**src/hdl/mfs_pkg.sv**
```systemverilog
// Shared constants and types for the multilane flit striper.
`default_nettype none
package mfs_pkg;
  localparam int TAG_BYTES    = 2;
  localparam int FLIT_BITS    = 528;
  localparam int FLIT_BYTES   = FLIT_BITS / 8;
  localparam int XFER_BYTES   = TAG_BYTES + FLIT_BYTES;
  localparam int MAX_LANES    = 4;
  localparam int BLOCK_SYMS   = 16;
  localparam int SYNC_BITS    = 2;
  localparam int IDX_W        = 7;
  localparam int SYM_W        = 5;
  localparam logic [1:0] SYNC_DATA = 2'h2;
  localparam logic [15:0] IO_TAG   = 16'h0001;
  localparam logic [7:0] IDLE_BYTE = 8'h00;

  typedef enum logic [1:0] {
    MFS_W4 = 2'h0,
    MFS_W2 = 2'h1,
    MFS_W1 = 2'h2
  } mfs_width_e;

  typedef enum logic [1:0] {
    MFS_IDLE = 2'h0,
    MFS_SYNC = 2'h1,
    MFS_DATA = 2'h2
  } mfs_state_e;
endpackage
`default_nettype wire

```
**src/hdl/mfs_link_if.sv**
```systemverilog
// Lane-side interface between the transmitting and receiving ends.
`timescale 1ns/1ns
`default_nettype none
interface mfs_link_if;
  logic [7:0] laneByte [4];
  logic [3:0] laneValid;
  logic [1:0] laneSync;
  logic       syncValid;
  logic       xferStart;
  modport tx (output laneByte, output laneValid, output laneSync, output syncValid, output xferStart);
  modport rx (input laneByte, input laneValid, input laneSync, input syncValid, input xferStart);
endinterface
`default_nettype wire

```
**src/hdl/mfs_tx_end.sv**
```systemverilog
// Transmitting end: stripes flow tag plus flit bytes across the active lanes.
`timescale 1ns/1ns
`default_nettype none
module mfs_tx_end (
  // Clock and reset
  input  wire logic                         sys_clk,
  input  wire logic                         rst_n,
  // Mode controls
  input  wire logic [1:0]                   widthSel,
  input  wire logic                         degradedMode,
  input  wire logic                         latencyOpt,
  // Link-layer flit request
  input  wire logic                         flitValid,
  input  wire logic [15:0]                  flowTagField,
  input  wire logic [mfs_pkg::FLIT_BITS-1:0] flitData,
  input  wire logic                         ioTlpEndsAtFlit,
  input  wire logic                         ioMorePending,
  output logic                              flitReady,
  output logic                              widthError,
  // Lanes
  mfs_link_if.tx                            link
);
  ////////////////////////////////////////////////////////////////////////////
  localparam int XB = mfs_pkg::XFER_BYTES;

  mfs_pkg::mfs_state_e          state_r, state_nxt;
  logic [XB*8-1:0]              shift_r;
  logic [mfs_pkg::IDX_W-1:0]    byteIdx_r;
  logic [mfs_pkg::SYM_W-1:0]    blkSym_r;
  logic [2:0]                   lanes_r;
  logic                         sync_r;
  logic                         idlePend_r;
  logic [7:0]                   laneByte_r [4];
  logic [3:0]                   laneValid_r;
  logic [1:0]                   laneSync_r;
  logic                         syncValid_r;
  logic                         start_r;
  logic                         ready_r;
  logic                         widthErr_r;

  // Single lane is refused unless degraded; an illegal request falls back to four lanes.
  wire logic       wantOne   = (widthSel == mfs_pkg::MFS_W1);
  wire logic       badWidth  = (wantOne && !degradedMode) || (widthSel == 2'h3);
  wire logic [2:0] reqLanes  = badWidth ? 3'h4 : (widthSel == mfs_pkg::MFS_W2) ? 3'h2 :
                               wantOne ? 3'h1 : 3'h4;
  wire logic       idleGo    = idlePend_r && !flitValid;
  wire logic       takeNew   = (state_r == mfs_pkg::MFS_IDLE) && (flitValid || idleGo);
  wire logic       blkFull   = sync_r && (blkSym_r == 5'(mfs_pkg::BLOCK_SYMS));
  wire logic       lastSym   = ({1'b0, byteIdx_r} + 8'(lanes_r)) >= 8'(XB);
  // Idle flit carries the I/O tag with an all-idle body.
  wire logic [XB*8-1:0] idleWord = {{mfs_pkg::FLIT_BYTES{mfs_pkg::IDLE_BYTE}}, mfs_pkg::IO_TAG};
  wire logic [XB*8-1:0] newWord  = flitValid ? {flitData, flowTagField} : idleWord;
  // A full block stalls the data path two cycles, the second being the header cycle, so that the header lands on a block edge.
  wire logic                      dataCyc   = (state_r == mfs_pkg::MFS_DATA) && !blkFull;
  wire logic                      syncCyc   = (state_r == mfs_pkg::MFS_SYNC);
  wire logic [XB*8-1:0]           shiftNext = shift_r >> (lanes_r * 8);
  wire logic [mfs_pkg::IDX_W-1:0] idxNext   = byteIdx_r + 7'(lanes_r);
  wire logic [3:0]                laneMask;
  wire logic [7:0]                laneNext [4];

  // Lane i is live when it lies below the lane count latched for this transfer.
  function automatic logic laneOn(input int lane, input logic [2:0] count);
    return 3'(lane) < count;
  endfunction

  for (genvar g = 0; g < 4; g++) begin : g_sel
    assign laneMask[g] = laneOn(g, lanes_r);
    assign laneNext[g] = laneMask[g] ? shift_r[g*8 +: 8] : 8'h00;
  end

  ////////////////////////////////////////////////////////////////////////////
  always_comb begin
    state_nxt = state_r;
    case (state_r)
      mfs_pkg::MFS_IDLE: begin
        if (takeNew) begin
          // The header decision follows the mode latched now, not the one of the last transfer.
          state_nxt = (!latencyOpt && blkSym_r == 5'h00) ? mfs_pkg::MFS_SYNC : mfs_pkg::MFS_DATA;
        end
      end
      mfs_pkg::MFS_SYNC: state_nxt = mfs_pkg::MFS_DATA;
      mfs_pkg::MFS_DATA: begin
        if (blkFull) begin
          state_nxt = mfs_pkg::MFS_SYNC;
        end else if (lastSym) begin
          state_nxt = mfs_pkg::MFS_IDLE;
        end
      end
      default: state_nxt = mfs_pkg::MFS_IDLE;
    endcase
  end

  ////////////////////////////////////////////////////////////////////////////
  // Ready follows the next state, so it drops in the cycle after a take.
  always_ff @(posedge sys_clk) begin
    if (!rst_n) begin
      state_r    <= mfs_pkg::MFS_IDLE;
      ready_r    <= 1'b0;
      widthErr_r <= 1'b0;
    end else begin
      state_r    <= state_nxt;
      ready_r    <= (state_nxt == mfs_pkg::MFS_IDLE);
      widthErr_r <= badWidth;
    end
  end

  ////////////////////////////////////////////////////////////////////////////
  // Width and header mode are latched per transfer so a change never splits one.
  always_ff @(posedge sys_clk) begin
    if (!rst_n) begin
      lanes_r    <= 3'h4;
      sync_r     <= 1'b1;
      idlePend_r <= 1'b0;
    end else if (takeNew) begin
      lanes_r    <= reqLanes;
      sync_r     <= !latencyOpt;
      // An I/O TLP that closes its flit with nothing queued owes the peer an idle flit.
      idlePend_r <= flitValid && ioTlpEndsAtFlit && !ioMorePending;
    end
  end

  ////////////////////////////////////////////////////////////////////////////
  always_ff @(posedge sys_clk) begin
    if (!rst_n) begin
      shift_r   <= '0;
      byteIdx_r <= '0;
    end else if (takeNew) begin
      shift_r   <= newWord;
      byteIdx_r <= '0;
    end else if (dataCyc) begin
      shift_r   <= shiftNext;
      byteIdx_r <= idxNext;
    end
  end

  ////////////////////////////////////////////////////////////////////////////
  // Latency mode keeps the block counter parked at zero.
  always_ff @(posedge sys_clk) begin
    if (!rst_n) begin
      blkSym_r <= '0;
    end else if (syncCyc || (takeNew && latencyOpt)) begin
      blkSym_r <= '0;
    end else if (dataCyc) begin
      blkSym_r <= sync_r ? blkSym_r + 5'h01 : 5'h00;
    end
  end

  ////////////////////////////////////////////////////////////////////////////
  // The start flag marks the symbol that carries the low tag byte on lane zero.
  always_ff @(posedge sys_clk) begin
    if (!rst_n) begin
      laneValid_r <= '0;
      start_r     <= 1'b0;
    end else begin
      laneValid_r <= dataCyc ? laneMask : 4'h0;
      start_r     <= dataCyc && (byteIdx_r == '0);
    end
  end

  ////////////////////////////////////////////////////////////////////////////
  // Lane bytes hold between symbols; laneValid alone marks a live symbol.
  always_ff @(posedge sys_clk) begin
    if (!rst_n) begin
      for (int i = 0; i < 4; i++) begin
        laneByte_r[i] <= '0;
      end
    end else if (dataCyc) begin
      for (int i = 0; i < 4; i++) begin
        laneByte_r[i] <= laneNext[i];
      end
    end
  end

  ////////////////////////////////////////////////////////////////////////////
  // The header value stays on laneSync between pulses; syncValid qualifies it.
  always_ff @(posedge sys_clk) begin
    if (!rst_n) begin
      laneSync_r  <= '0;
      syncValid_r <= 1'b0;
    end else begin
      syncValid_r <= syncCyc;
      if (syncCyc) begin
        laneSync_r <= mfs_pkg::SYNC_DATA;
      end
    end
  end

  ////////////////////////////////////////////////////////////////////////////
  assign flitReady      = ready_r;
  assign widthError     = widthErr_r;
  assign link.laneValid = laneValid_r;
  assign link.laneSync  = laneSync_r;
  assign link.syncValid = syncValid_r;
  assign link.xferStart = start_r;
  for (genvar g = 0; g < 4; g++) begin : g_lane
    assign link.laneByte[g] = laneByte_r[g];
  end
endmodule
`default_nettype wire

```
**src/flat_wrapper.sv**
```systemverilog
// flat-port wrapper written by rule: the top's interface ports become plain ports
module mfs_tx_end_flat 
  (sys_clk, rst_n, widthSel, degradedMode, latencyOpt, flitValid, flowTagField, flitData, ioTlpEndsAtFlit, ioMorePending, flitReady, widthError, link_laneByte, link_laneValid, link_laneSync, link_syncValid, link_xferStart);
  mfs_link_if link_i ();
  input  wire logic sys_clk;
  input  wire logic rst_n;
  input  wire logic [1:0] widthSel;
  input  wire logic degradedMode;
  input  wire logic latencyOpt;
  input  wire logic flitValid;
  input  wire logic [15:0] flowTagField;
  input  wire logic [mfs_pkg::FLIT_BITS-1:0] flitData;
  input  wire logic ioTlpEndsAtFlit;
  input  wire logic ioMorePending;
  output logic flitReady;
  output logic widthError;
  output wire logic [$bits(link_i.laneByte)-1:0] link_laneByte;
  output wire logic [$bits(link_i.laneValid)-1:0] link_laneValid;
  output wire logic [$bits(link_i.laneSync)-1:0] link_laneSync;
  output wire logic [$bits(link_i.syncValid)-1:0] link_syncValid;
  output wire logic [$bits(link_i.xferStart)-1:0] link_xferStart;
  assign link_laneByte = {>>{link_i.laneByte}};
  assign link_laneValid = link_i.laneValid;
  assign link_laneSync = link_i.laneSync;
  assign link_syncValid = link_i.syncValid;
  assign link_xferStart = link_i.xferStart;
  mfs_tx_end u_core (.sys_clk(sys_clk), .rst_n(rst_n), .widthSel(widthSel), .degradedMode(degradedMode), .latencyOpt(latencyOpt), .flitValid(flitValid), .flowTagField(flowTagField), .flitData(flitData), .ioTlpEndsAtFlit(ioTlpEndsAtFlit), .ioMorePending(ioMorePending), .flitReady(flitReady), .widthError(widthError), .link(link_i));
endmodule
```
**config.mk**
```make
export PLATFORM = sky130hd
export DESIGN_NAME = mfs_tx_end_flat
export DESIGN_NICKNAME = d
export VERILOG_FILES = /design/src/hdl/mfs_pkg.sv /design/src/hdl/mfs_link_if.sv /design/src/hdl/mfs_tx_end.sv /design/src/flat_wrapper.sv
export SDC_FILE = /design/constraint.sdc
export NUM_CORES = 2
export LEC_CHECK = 0
export BUFFER_PORTS_ARGS = -buffer_cell sky130_fd_sc_hd__buf_2
export CORE_ASPECT_RATIO = 1.5
export CORE_MARGIN = 4
export CORE_UTILIZATION = 40
export CTS_BUF_LIST = sky130_fd_sc_hd__clkbuf_2
export DETAILED_ROUTE_END_ITERATION = 12
export GPL_TIMING_DRIVEN = 0
export MAX_ROUTING_LAYER = met4
export PLACE_DENSITY = 0.64
export SLEW_MARGIN = 20
export SYNTH_ARGS = -nofsm -noshare
export SYNTH_HDL_FRONTEND = slang
export SYNTH_SLANG_ARGS = --single-unit
```
**constraint.sdc**
```tcl
create_clock -name sys_clk -period 2.79 [get_ports sys_clk]
set_input_delay 0.4185 -clock sys_clk [delete_from_list [all_inputs] [get_ports sys_clk]]
set_output_delay 0.4185 -clock sys_clk [all_outputs]
set_load 0.02 [all_outputs]
```
# Yosys cells after proc, flatten, opt, wreduce, memory -nomap -nowiden
# Memory sizes are Yosys's and may differ from the RTL's.
# Index checks and enable logic that the tools add are counted.
[totals] mem_count=1 inputBits=553 regBits=572 ramBits=32 word_cells=84 out_inout_bits=42
[classes] mux=24 n_lt_le_gt_ge=5 n_eq_ne=6 shift=1 bitwise_logic=5 addsub=3 n_reduce_logical=26
[mem_list] memory="u_core.laneByte_r" words=4 width=8 read_ports=4 rd_clocked_by_memory_dff=0 write_ports=4 line="mfs_tx_end.sv:33" text="logic [7:0] laneByte_r [4];"
[ops] operator="$mux W544" count=3
[ops] operator="$shr A544 B6 Y544" count=1
[ops] operator="$mux W8" count=8
[ops] operator="$logic_and A1 B1 Y1" count=10
[ops] operator="$mux W3" count=3
[ops] operator="$add A7 B3 Y8" count=1
[ops] operator="$ge A8 B7 Y1 const B" count=1
[ops] operator="$mux W2" count=4
[ops] operator="$add A7 B3 Y7" count=1
[ops] operator="$logic_not A7 Y1" count=1
[ops] operator="$eq A2 B2 Y1 const B" count=3
[ops] operator="$lt A1 B3 Y1 const A" count=2
[ops] operator="$lt A2 B3 Y1 const A" count=2
[ops] operator="$pmux W2 S3" count=1
[ops] operator="$add A5 B1 Y5 const B" count=1
[ops] operator="$eq A5 B5 Y1 const B" count=1
[ops] operator="$logic_not A1 Y1" count=5
[ops] operator="$logic_not A5 Y1" count=1
[ops] operator="$mux W5" count=1
[ops] operator="$eq A2 B1 Y1 const B" count=2
[ops] operator="$logic_not A2 Y1" count=2
[ops] operator="$mux W1" count=4
[ops] operator="$or A1 B1 Y1" count=4
[ops] operator="$reduce_or A2 Y1" count=2
[ops] operator="other kinds (4)" count=6

# Longest topological paths before layout
[depth] word_depth=8 ltp_mapped=10 ltp_nobuf=8

# Worst setup path after synthesis
# Ideal clock, no wire load.
[synth_timing] kind="input port to flip-flop" from="input rst_n" to="memory u_core.laneByte_r[0][0], enable pin" required_time_ns=2.312 arrival_ns=1.793 path_slack_ns=0.519 path_stages=4 setup_ns=0.478 path_buffers=3 path_cell_list="clkbuf_1 > clkbuf_1 > clkbuf_1 > nand2_1"
[synth_rtl] item="from (decl)" line="flat_wrapper.sv:6" text="input wire logic rst_n;"
[synth_rtl] item="to (decl)" line="mfs_tx_end.sv:33"

# Worst setup path in the final report
[layout_timing] from="register u_core.blkSym_r[1] (netlist name)" to="register u_core.shift_r[30]"
[layout_between] elab_chain_cells=5
[layout_rtl] item="from (decl)" line="mfs_tx_end.sv:29" text="logic [mfs_pkg::SYM_W-1:0] blkSym_r;"
[layout_rtl] item="from (signal assigned)" line="mfs_tx_end.sv:144" text="blkSym_r <= sync_r ? blkSym_r + 5'h01 : 5'h00;"
[layout_rtl] item="$eq A5 B5 Y1" line="mfs_tx_end.sv:48" text="wire logic blkFull = sync_r && (blkSym_r == 5'(mfs_pkg::BLOCK_SYMS));"
[layout_rtl] item="$logic_and A1 B1 Y1" line="mfs_tx_end.sv:48"
[layout_rtl] item="$logic_not A1 Y1" line="mfs_tx_end.sv:54" text="wire logic dataCyc = (state_r == mfs_pkg::MFS_DATA) && !blkFull;"
[layout_rtl] item="$logic_and A1 B1 Y1" line="mfs_tx_end.sv:54"
[layout_rtl] item="$reduce_bool A2 Y1 (no line)"
[layout_rtl] item="to (signal assigned)" line="mfs_tx_end.sv:128" text="shift_r <= newWord;"
[layout_rtl] item="to (signal assigned)" line="mfs_tx_end.sv:131" text="shift_r <= shiftNext;"
[layout_rtl] item="to (decl)" line="mfs_tx_end.sv:27" text="logic [XB*8-1:0] shift_r;"
# Every way passes these cells.
# A chain may end at the register's enable or synchronous reset.

==> reports/summary.txt <==
SETUP PATH
--------------------------------------------------------------------------------------------
Data arrival time of the critical path                                               4.29 ns
Crit-path slowest cell                                                          sky130_fd_sc_hd__clkbuf_1
Maximum cell stage delay along the critical path                                     0.75 ns
Startpoint type of the worst setup path                                            flip-flop
Crit Path Category                                                                   reg2reg
Reg-to-reg setup timing slack                                                       -0.01 ns
CP top delay family                                                             buffers and inverters
Worst Reg2Reg Path Length in Cells                                                         9
Worst EP required                                                                    4.28 ns
Critical path depth                                                                        9
Type of destination of the critical path                                           flip-flop
Ordered list of cells on the worst path                                         inv_1, ha_1, nor3b_4, a31o_2, nand2_1, buf_4, clkbuf_1, o21ai_0, a31oi_1
Crit path buffers/inverters                                                                3
Maximum fanout along the worst path                                                       10

FLOW RUN
--------------------------------------------------------------------------------------------
Maxcap violations                                                                          0

GLOBAL ROUTING
--------------------------------------------------------------------------------------------
Tot GR Track Use                                                                       43.9%
Wire length of the first global-routing pass                                          331 mm
Total congestion overflow after global routing                                             0
Initial antenna violation count                                                           29
Maximum number of pins on one net before global-route repair                              33
Vias in the first global route                                                         49300

SYNTHESIS
--------------------------------------------------------------------------------------------
Basic-gate share of the synthesized area counting and, or, nand and nor cells          3.06%
Distinct cell type count of the synthesized netlist                                       52
Synthesized netlist cell count                                                          4097
Register bit count reported by yosys                                                     604
Number of nets in the synthesized netlist                                               4656
Dominant combinational cell family by area after synthesis                      compound AO/OA/AOI/OAI gates
Dominant register cell in the synthesized netlist                               sky130_fd_sc_hd__dfxtp_1
Post-synthesis share of cell area spent on xor and xnor gates                         0.155%
Yosys warning total                                                                        0
Cell area after technology mapping                                                 39500 µm²
Mean Syn Cell Area                                                                  9.65 µm²
Area fraction in compound gates after synthesis                                        31.3%
Mux contribution to synthesized area                                                   28.2%
Fraction of the mapped netlist area in adder cells                                    0.209%
Fraction of the yosys area taken by sequential cells                                   31.4%
EDFF count, synth                                                                         32
Proportion of register bits with asynchronous set or reset after synthesis                0%

PWR
--------------------------------------------------------------------------------------------
Worst vdd rail ir drop                                                            0.000398 V
Post-layout power                                                                    32.3 mW
Power density over cell area                                                      564 nW/µm²
Static leakage                                                                       20.9 nW

FLOORPLAN
--------------------------------------------------------------------------------------------
IO Pins                                                                                  595
Horizontal extent of the die                                                          265 µm
Starting Density                                                                       40.2%
Die outline area                                                                  104000 µm²
Number of placement rows                                                                 141
Std-Cell Core Area                                                                 98300 µm²
Chip Height                                                                           393 µm

STA
--------------------------------------------------------------------------------------------
Number of hold violations in the final report                                              0
Post-route minimum period                                                            2.80 ns
Endpoints failing setup                                                                    2
Final Hold Slack                                                                   0.0902 ns
Slew Limit Headroom                                                                    21.6%
Tcrit/Tclk final                                                                        101%
Slew at the pin with the worst max-slew slack                                        1.18 ns
Setup slack of the critical path after layout                                     -0.0143 ns
Total negative slack                                                              -0.0177 ns
Post-Route Skew                                                                     0.141 ns
RSZ-0062 raised after global routing                                                   false
FMAX                                                                               0.357 GHz
Pins over their slew limit                                                                 0

PLACE
--------------------------------------------------------------------------------------------
Global placement routability congestion                                                 1.04
Final HPWL from detailed placement                                                    168 mm
I/O Buffers                                                                              593
Placed inst area                                                                   44100 µm²

DETAILED ROUTING
--------------------------------------------------------------------------------------------
First-pass DRT Iterations                                                                  6
Average detailed-routed wire length per instance                                     31.0 µm
Post-detailed-route count of antenna-violating nets                                        0
Via density per instance                                                                6.58
Violation count after the first detailed-routing iteration                              6280
Total wirelength of the detailed-routed design                                        230 mm
# DRC                                                                                      0
Via count                                                                              48900

FINAL LAYOUT
--------------------------------------------------------------------------------------------
Post-Layout Inst Area                                                              57300 µm²
Final core utilization                                                                 58.3%
Layout Area Growth over Synthesis                                                      44.8%
Post-layout nets                                                                        6545
Share of cells above drive strength 1                                                  25.1%

CLOCKING
--------------------------------------------------------------------------------------------
Number of buffers created by CTS                                                         164
Max Buffers Root-to-Sink                                                                   3
Cell at the root of the clock tree                                              sky130_fd_sc_hd__clkbuf_2
Clock Sinks                                                                              604
Worst-skew pair later-pin latency                                                    1.69 ns
Clock edge transition at the registers on the reported setup and hold paths          0.11 ns
Clock tree from TritonCTS                                                               done
H-tree level count                                                                         4

WORST HOLD PATH
--------------------------------------------------------------------------------------------
Min-Delay Path Class                                                                  in2reg
Hold path cells                                                                            5

RUN STATUS
--------------------------------------------------------------------------------------------
Violations in the final reports                                                 setup timing
Status                                                                          complete, but fails checks

-- path summary, 6_finish.rpt --
check,from,to
max,u_core.blkSym_r[1]$_SDFFE_PP0P_,u_core.shift_r[30]$_SDFFE_PN0P_
min,flitData[189],u_core.shift_r[205]$_SDFFE_PN0P_
max reg2reg,u_core.blkSym_r[1]$_SDFFE_PP0P_,u_core.shift_r[30]$_SDFFE_PN0P_
min reg2reg,u_core.byteIdx_r[0]$_SDFFE_PP0P_,u_core.byteIdx_r[0]$_SDFFE_PP0P_
-- registers in the layout, summed over array words and instances (netlist names) --
signal	count
u_core.link.xferStart	1
u_core.sync_r	1
u_core.flitReady	1
u_core.idlePend_r	1
u_core.link.laneValid	4
u_core.link.laneSync	1
u_core.widthError	1
u_core.byteIdx_r	7
u_core.lanes_r	3
u_core.state_r	2
u_core.link.syncValid	1
u_core.blkSym_r	5
u_core.shift_r	544
u_core.laneByte_r	32
-- worst register-to-register path: stages, from the launching register on --
cell                       delay (ns)
sky130_fd_sc_hd__dfxtp_2         0.38
sky130_fd_sc_hd__inv_1           0.05
sky130_fd_sc_hd__ha_1            0.18
sky130_fd_sc_hd__nor3b_4         0.16
sky130_fd_sc_hd__a31o_2          0.27
sky130_fd_sc_hd__nand2_1         0.25
sky130_fd_sc_hd__buf_4           0.29
sky130_fd_sc_hd__clkbuf_1        0.75
sky130_fd_sc_hd__o21ai_0         0.17
sky130_fd_sc_hd__a31oi_1         0.22
-- stage by stage --
stage               instances  worst slack (ns)
floorplan                4097             0.519
global route             7422            0.0102
CTS                      7393           0.00243
global placement         5977            -0.840
detailed placement       5977            -0.423
finish                   7428           -0.0143
-- logic make-up after synthesis --
family	count (synthesis)
buffers and inverters	497
AO/OA/AOI/OAI	2163
adder cells (fa/ha/maj)	6
multiplexers	581
flip-flops	604
XOR/XNOR	7
other	1
AND/OR/NAND/NOR	238
-- final cells by class --
class | instances | area (µm²)
Sequential cell | 604 | 12400
Inverter | 8 | 30.0
Tap cell | 1287 | 1610
Buffer | 487 | 2240
Multi-Input combinational cell | 2996 | 24900
Timing Repair Buffer | 1725 | 14300
Clock inverter | 42 | 414
Clock buffer | 246 | 1230
Antenna cell | 33 | 82.6
Fill cell | 8447 | 41000
-- Yosys cell counts (all sizes together) (4+ instances only) --
master | count | share of area [%]
mux2 | 15 | 0.43
a21oi | 1025 | 13
xor2 | 6 | 0.13
a22oi | 490 | 9.3
nand3 | 9 | 0.11
ha | 5 | 0.16
o211ai | 17 | 0.32
buf | 246 | 3.3
mux2i | 140 | 3.5
and2 | 37 | 0.59
nor3 | 18 | 0.24
nand2b | 20 | 0.32
clkbuf | 243 | 2.3
mux4 | 426 | 24
a211oi | 12 | 0.23
nand4 | 4 | 0.063
nand2 | 68 | 0.65
a221oi | 31 | 0.69
a31oi | 9 | 0.14
o211a | 8 | 0.20
nor2b | 29 | 0.46
edfxtp | 32 | 2.4
inv | 8 | 0.076
a32oi | 9 | 0.20
dfxtp | 572 | 29
nor2 | 43 | 0.45
o21ai | 552 | 7.0
-- metal layers --
layer  routed length (µm)  GRT usage, %  vias to the layer above
met5                    0             -                        -
li1                     -             -                    20200
met3                22200          10.4                     1221
met2               108000          70.5                     3965
met1                76300          46.2                    23500
met4                23400          35.8                        0
-- power breakdown --
part | total [mW] | switching, mW | internal, mW
Sequential | 12.0 | 1.93 | 10.1
Clock | 7.68 | 4.51 | 3.18
Combinational | 12.6 | 7.32 | 5.27
Total | 32.3 | 13.8 | 18.5
-- layout by cell type, fill, tap and decap left out, types with 11 or more instances in the layout --
master	Yosys	routed
sky130_fd_sc_hd__clkbuf_1	243	238
sky130_fd_sc_hd__buf_1	41	37
sky130_fd_sc_hd__and2_1	37	37
sky130_fd_sc_hd__a221oi_1	31	31
sky130_fd_sc_hd__clkbuf_2	0	253
sky130_fd_sc_hd__buf_2	167	753
sky130_fd_sc_hd__nand2b_1	20	20
sky130_fd_sc_hd__a22oi_1	490	490
sky130_fd_sc_hd__edfxtp_1	32	32
sky130_fd_sc_hd__buf_4	34	32
sky130_fd_sc_hd__dlygate4sd3_1	0	1129
sky130_fd_sc_hd__a211oi_1	12	11
sky130_fd_sc_hd__mux2_2	15	15
sky130_fd_sc_hd__dfxtp_1	572	570
sky130_fd_sc_hd__clkinv_1	0	22
sky130_fd_sc_hd__nor2_1	40	40
sky130_fd_sc_hd__o211ai_1	17	17
sky130_fd_sc_hd__nor3_1	17	17
sky130_fd_sc_hd__nand2_1	68	67
sky130_fd_sc_hd__mux4_2	426	426
sky130_fd_sc_hd__nor2b_1	29	29
sky130_fd_sc_hd__diode_2	0	33
sky130_fd_sc_hd__o21ai_0	520	520
sky130_fd_sc_hd__mux2i_1	140	140
sky130_fd_sc_hd__a21oi_1	1025	1020
sky130_fd_sc_hd__o21ai_1	30	30
-- what timing repair did --
action,CTS,global route
endpoints found under the setup margin,6,68
hold buffers,1129,0
buffers inserted,0,3
hold endpoints to repair,586,0
gates resized for setup,3,33
No activity file was read; power rests on OpenSTA's default activity.
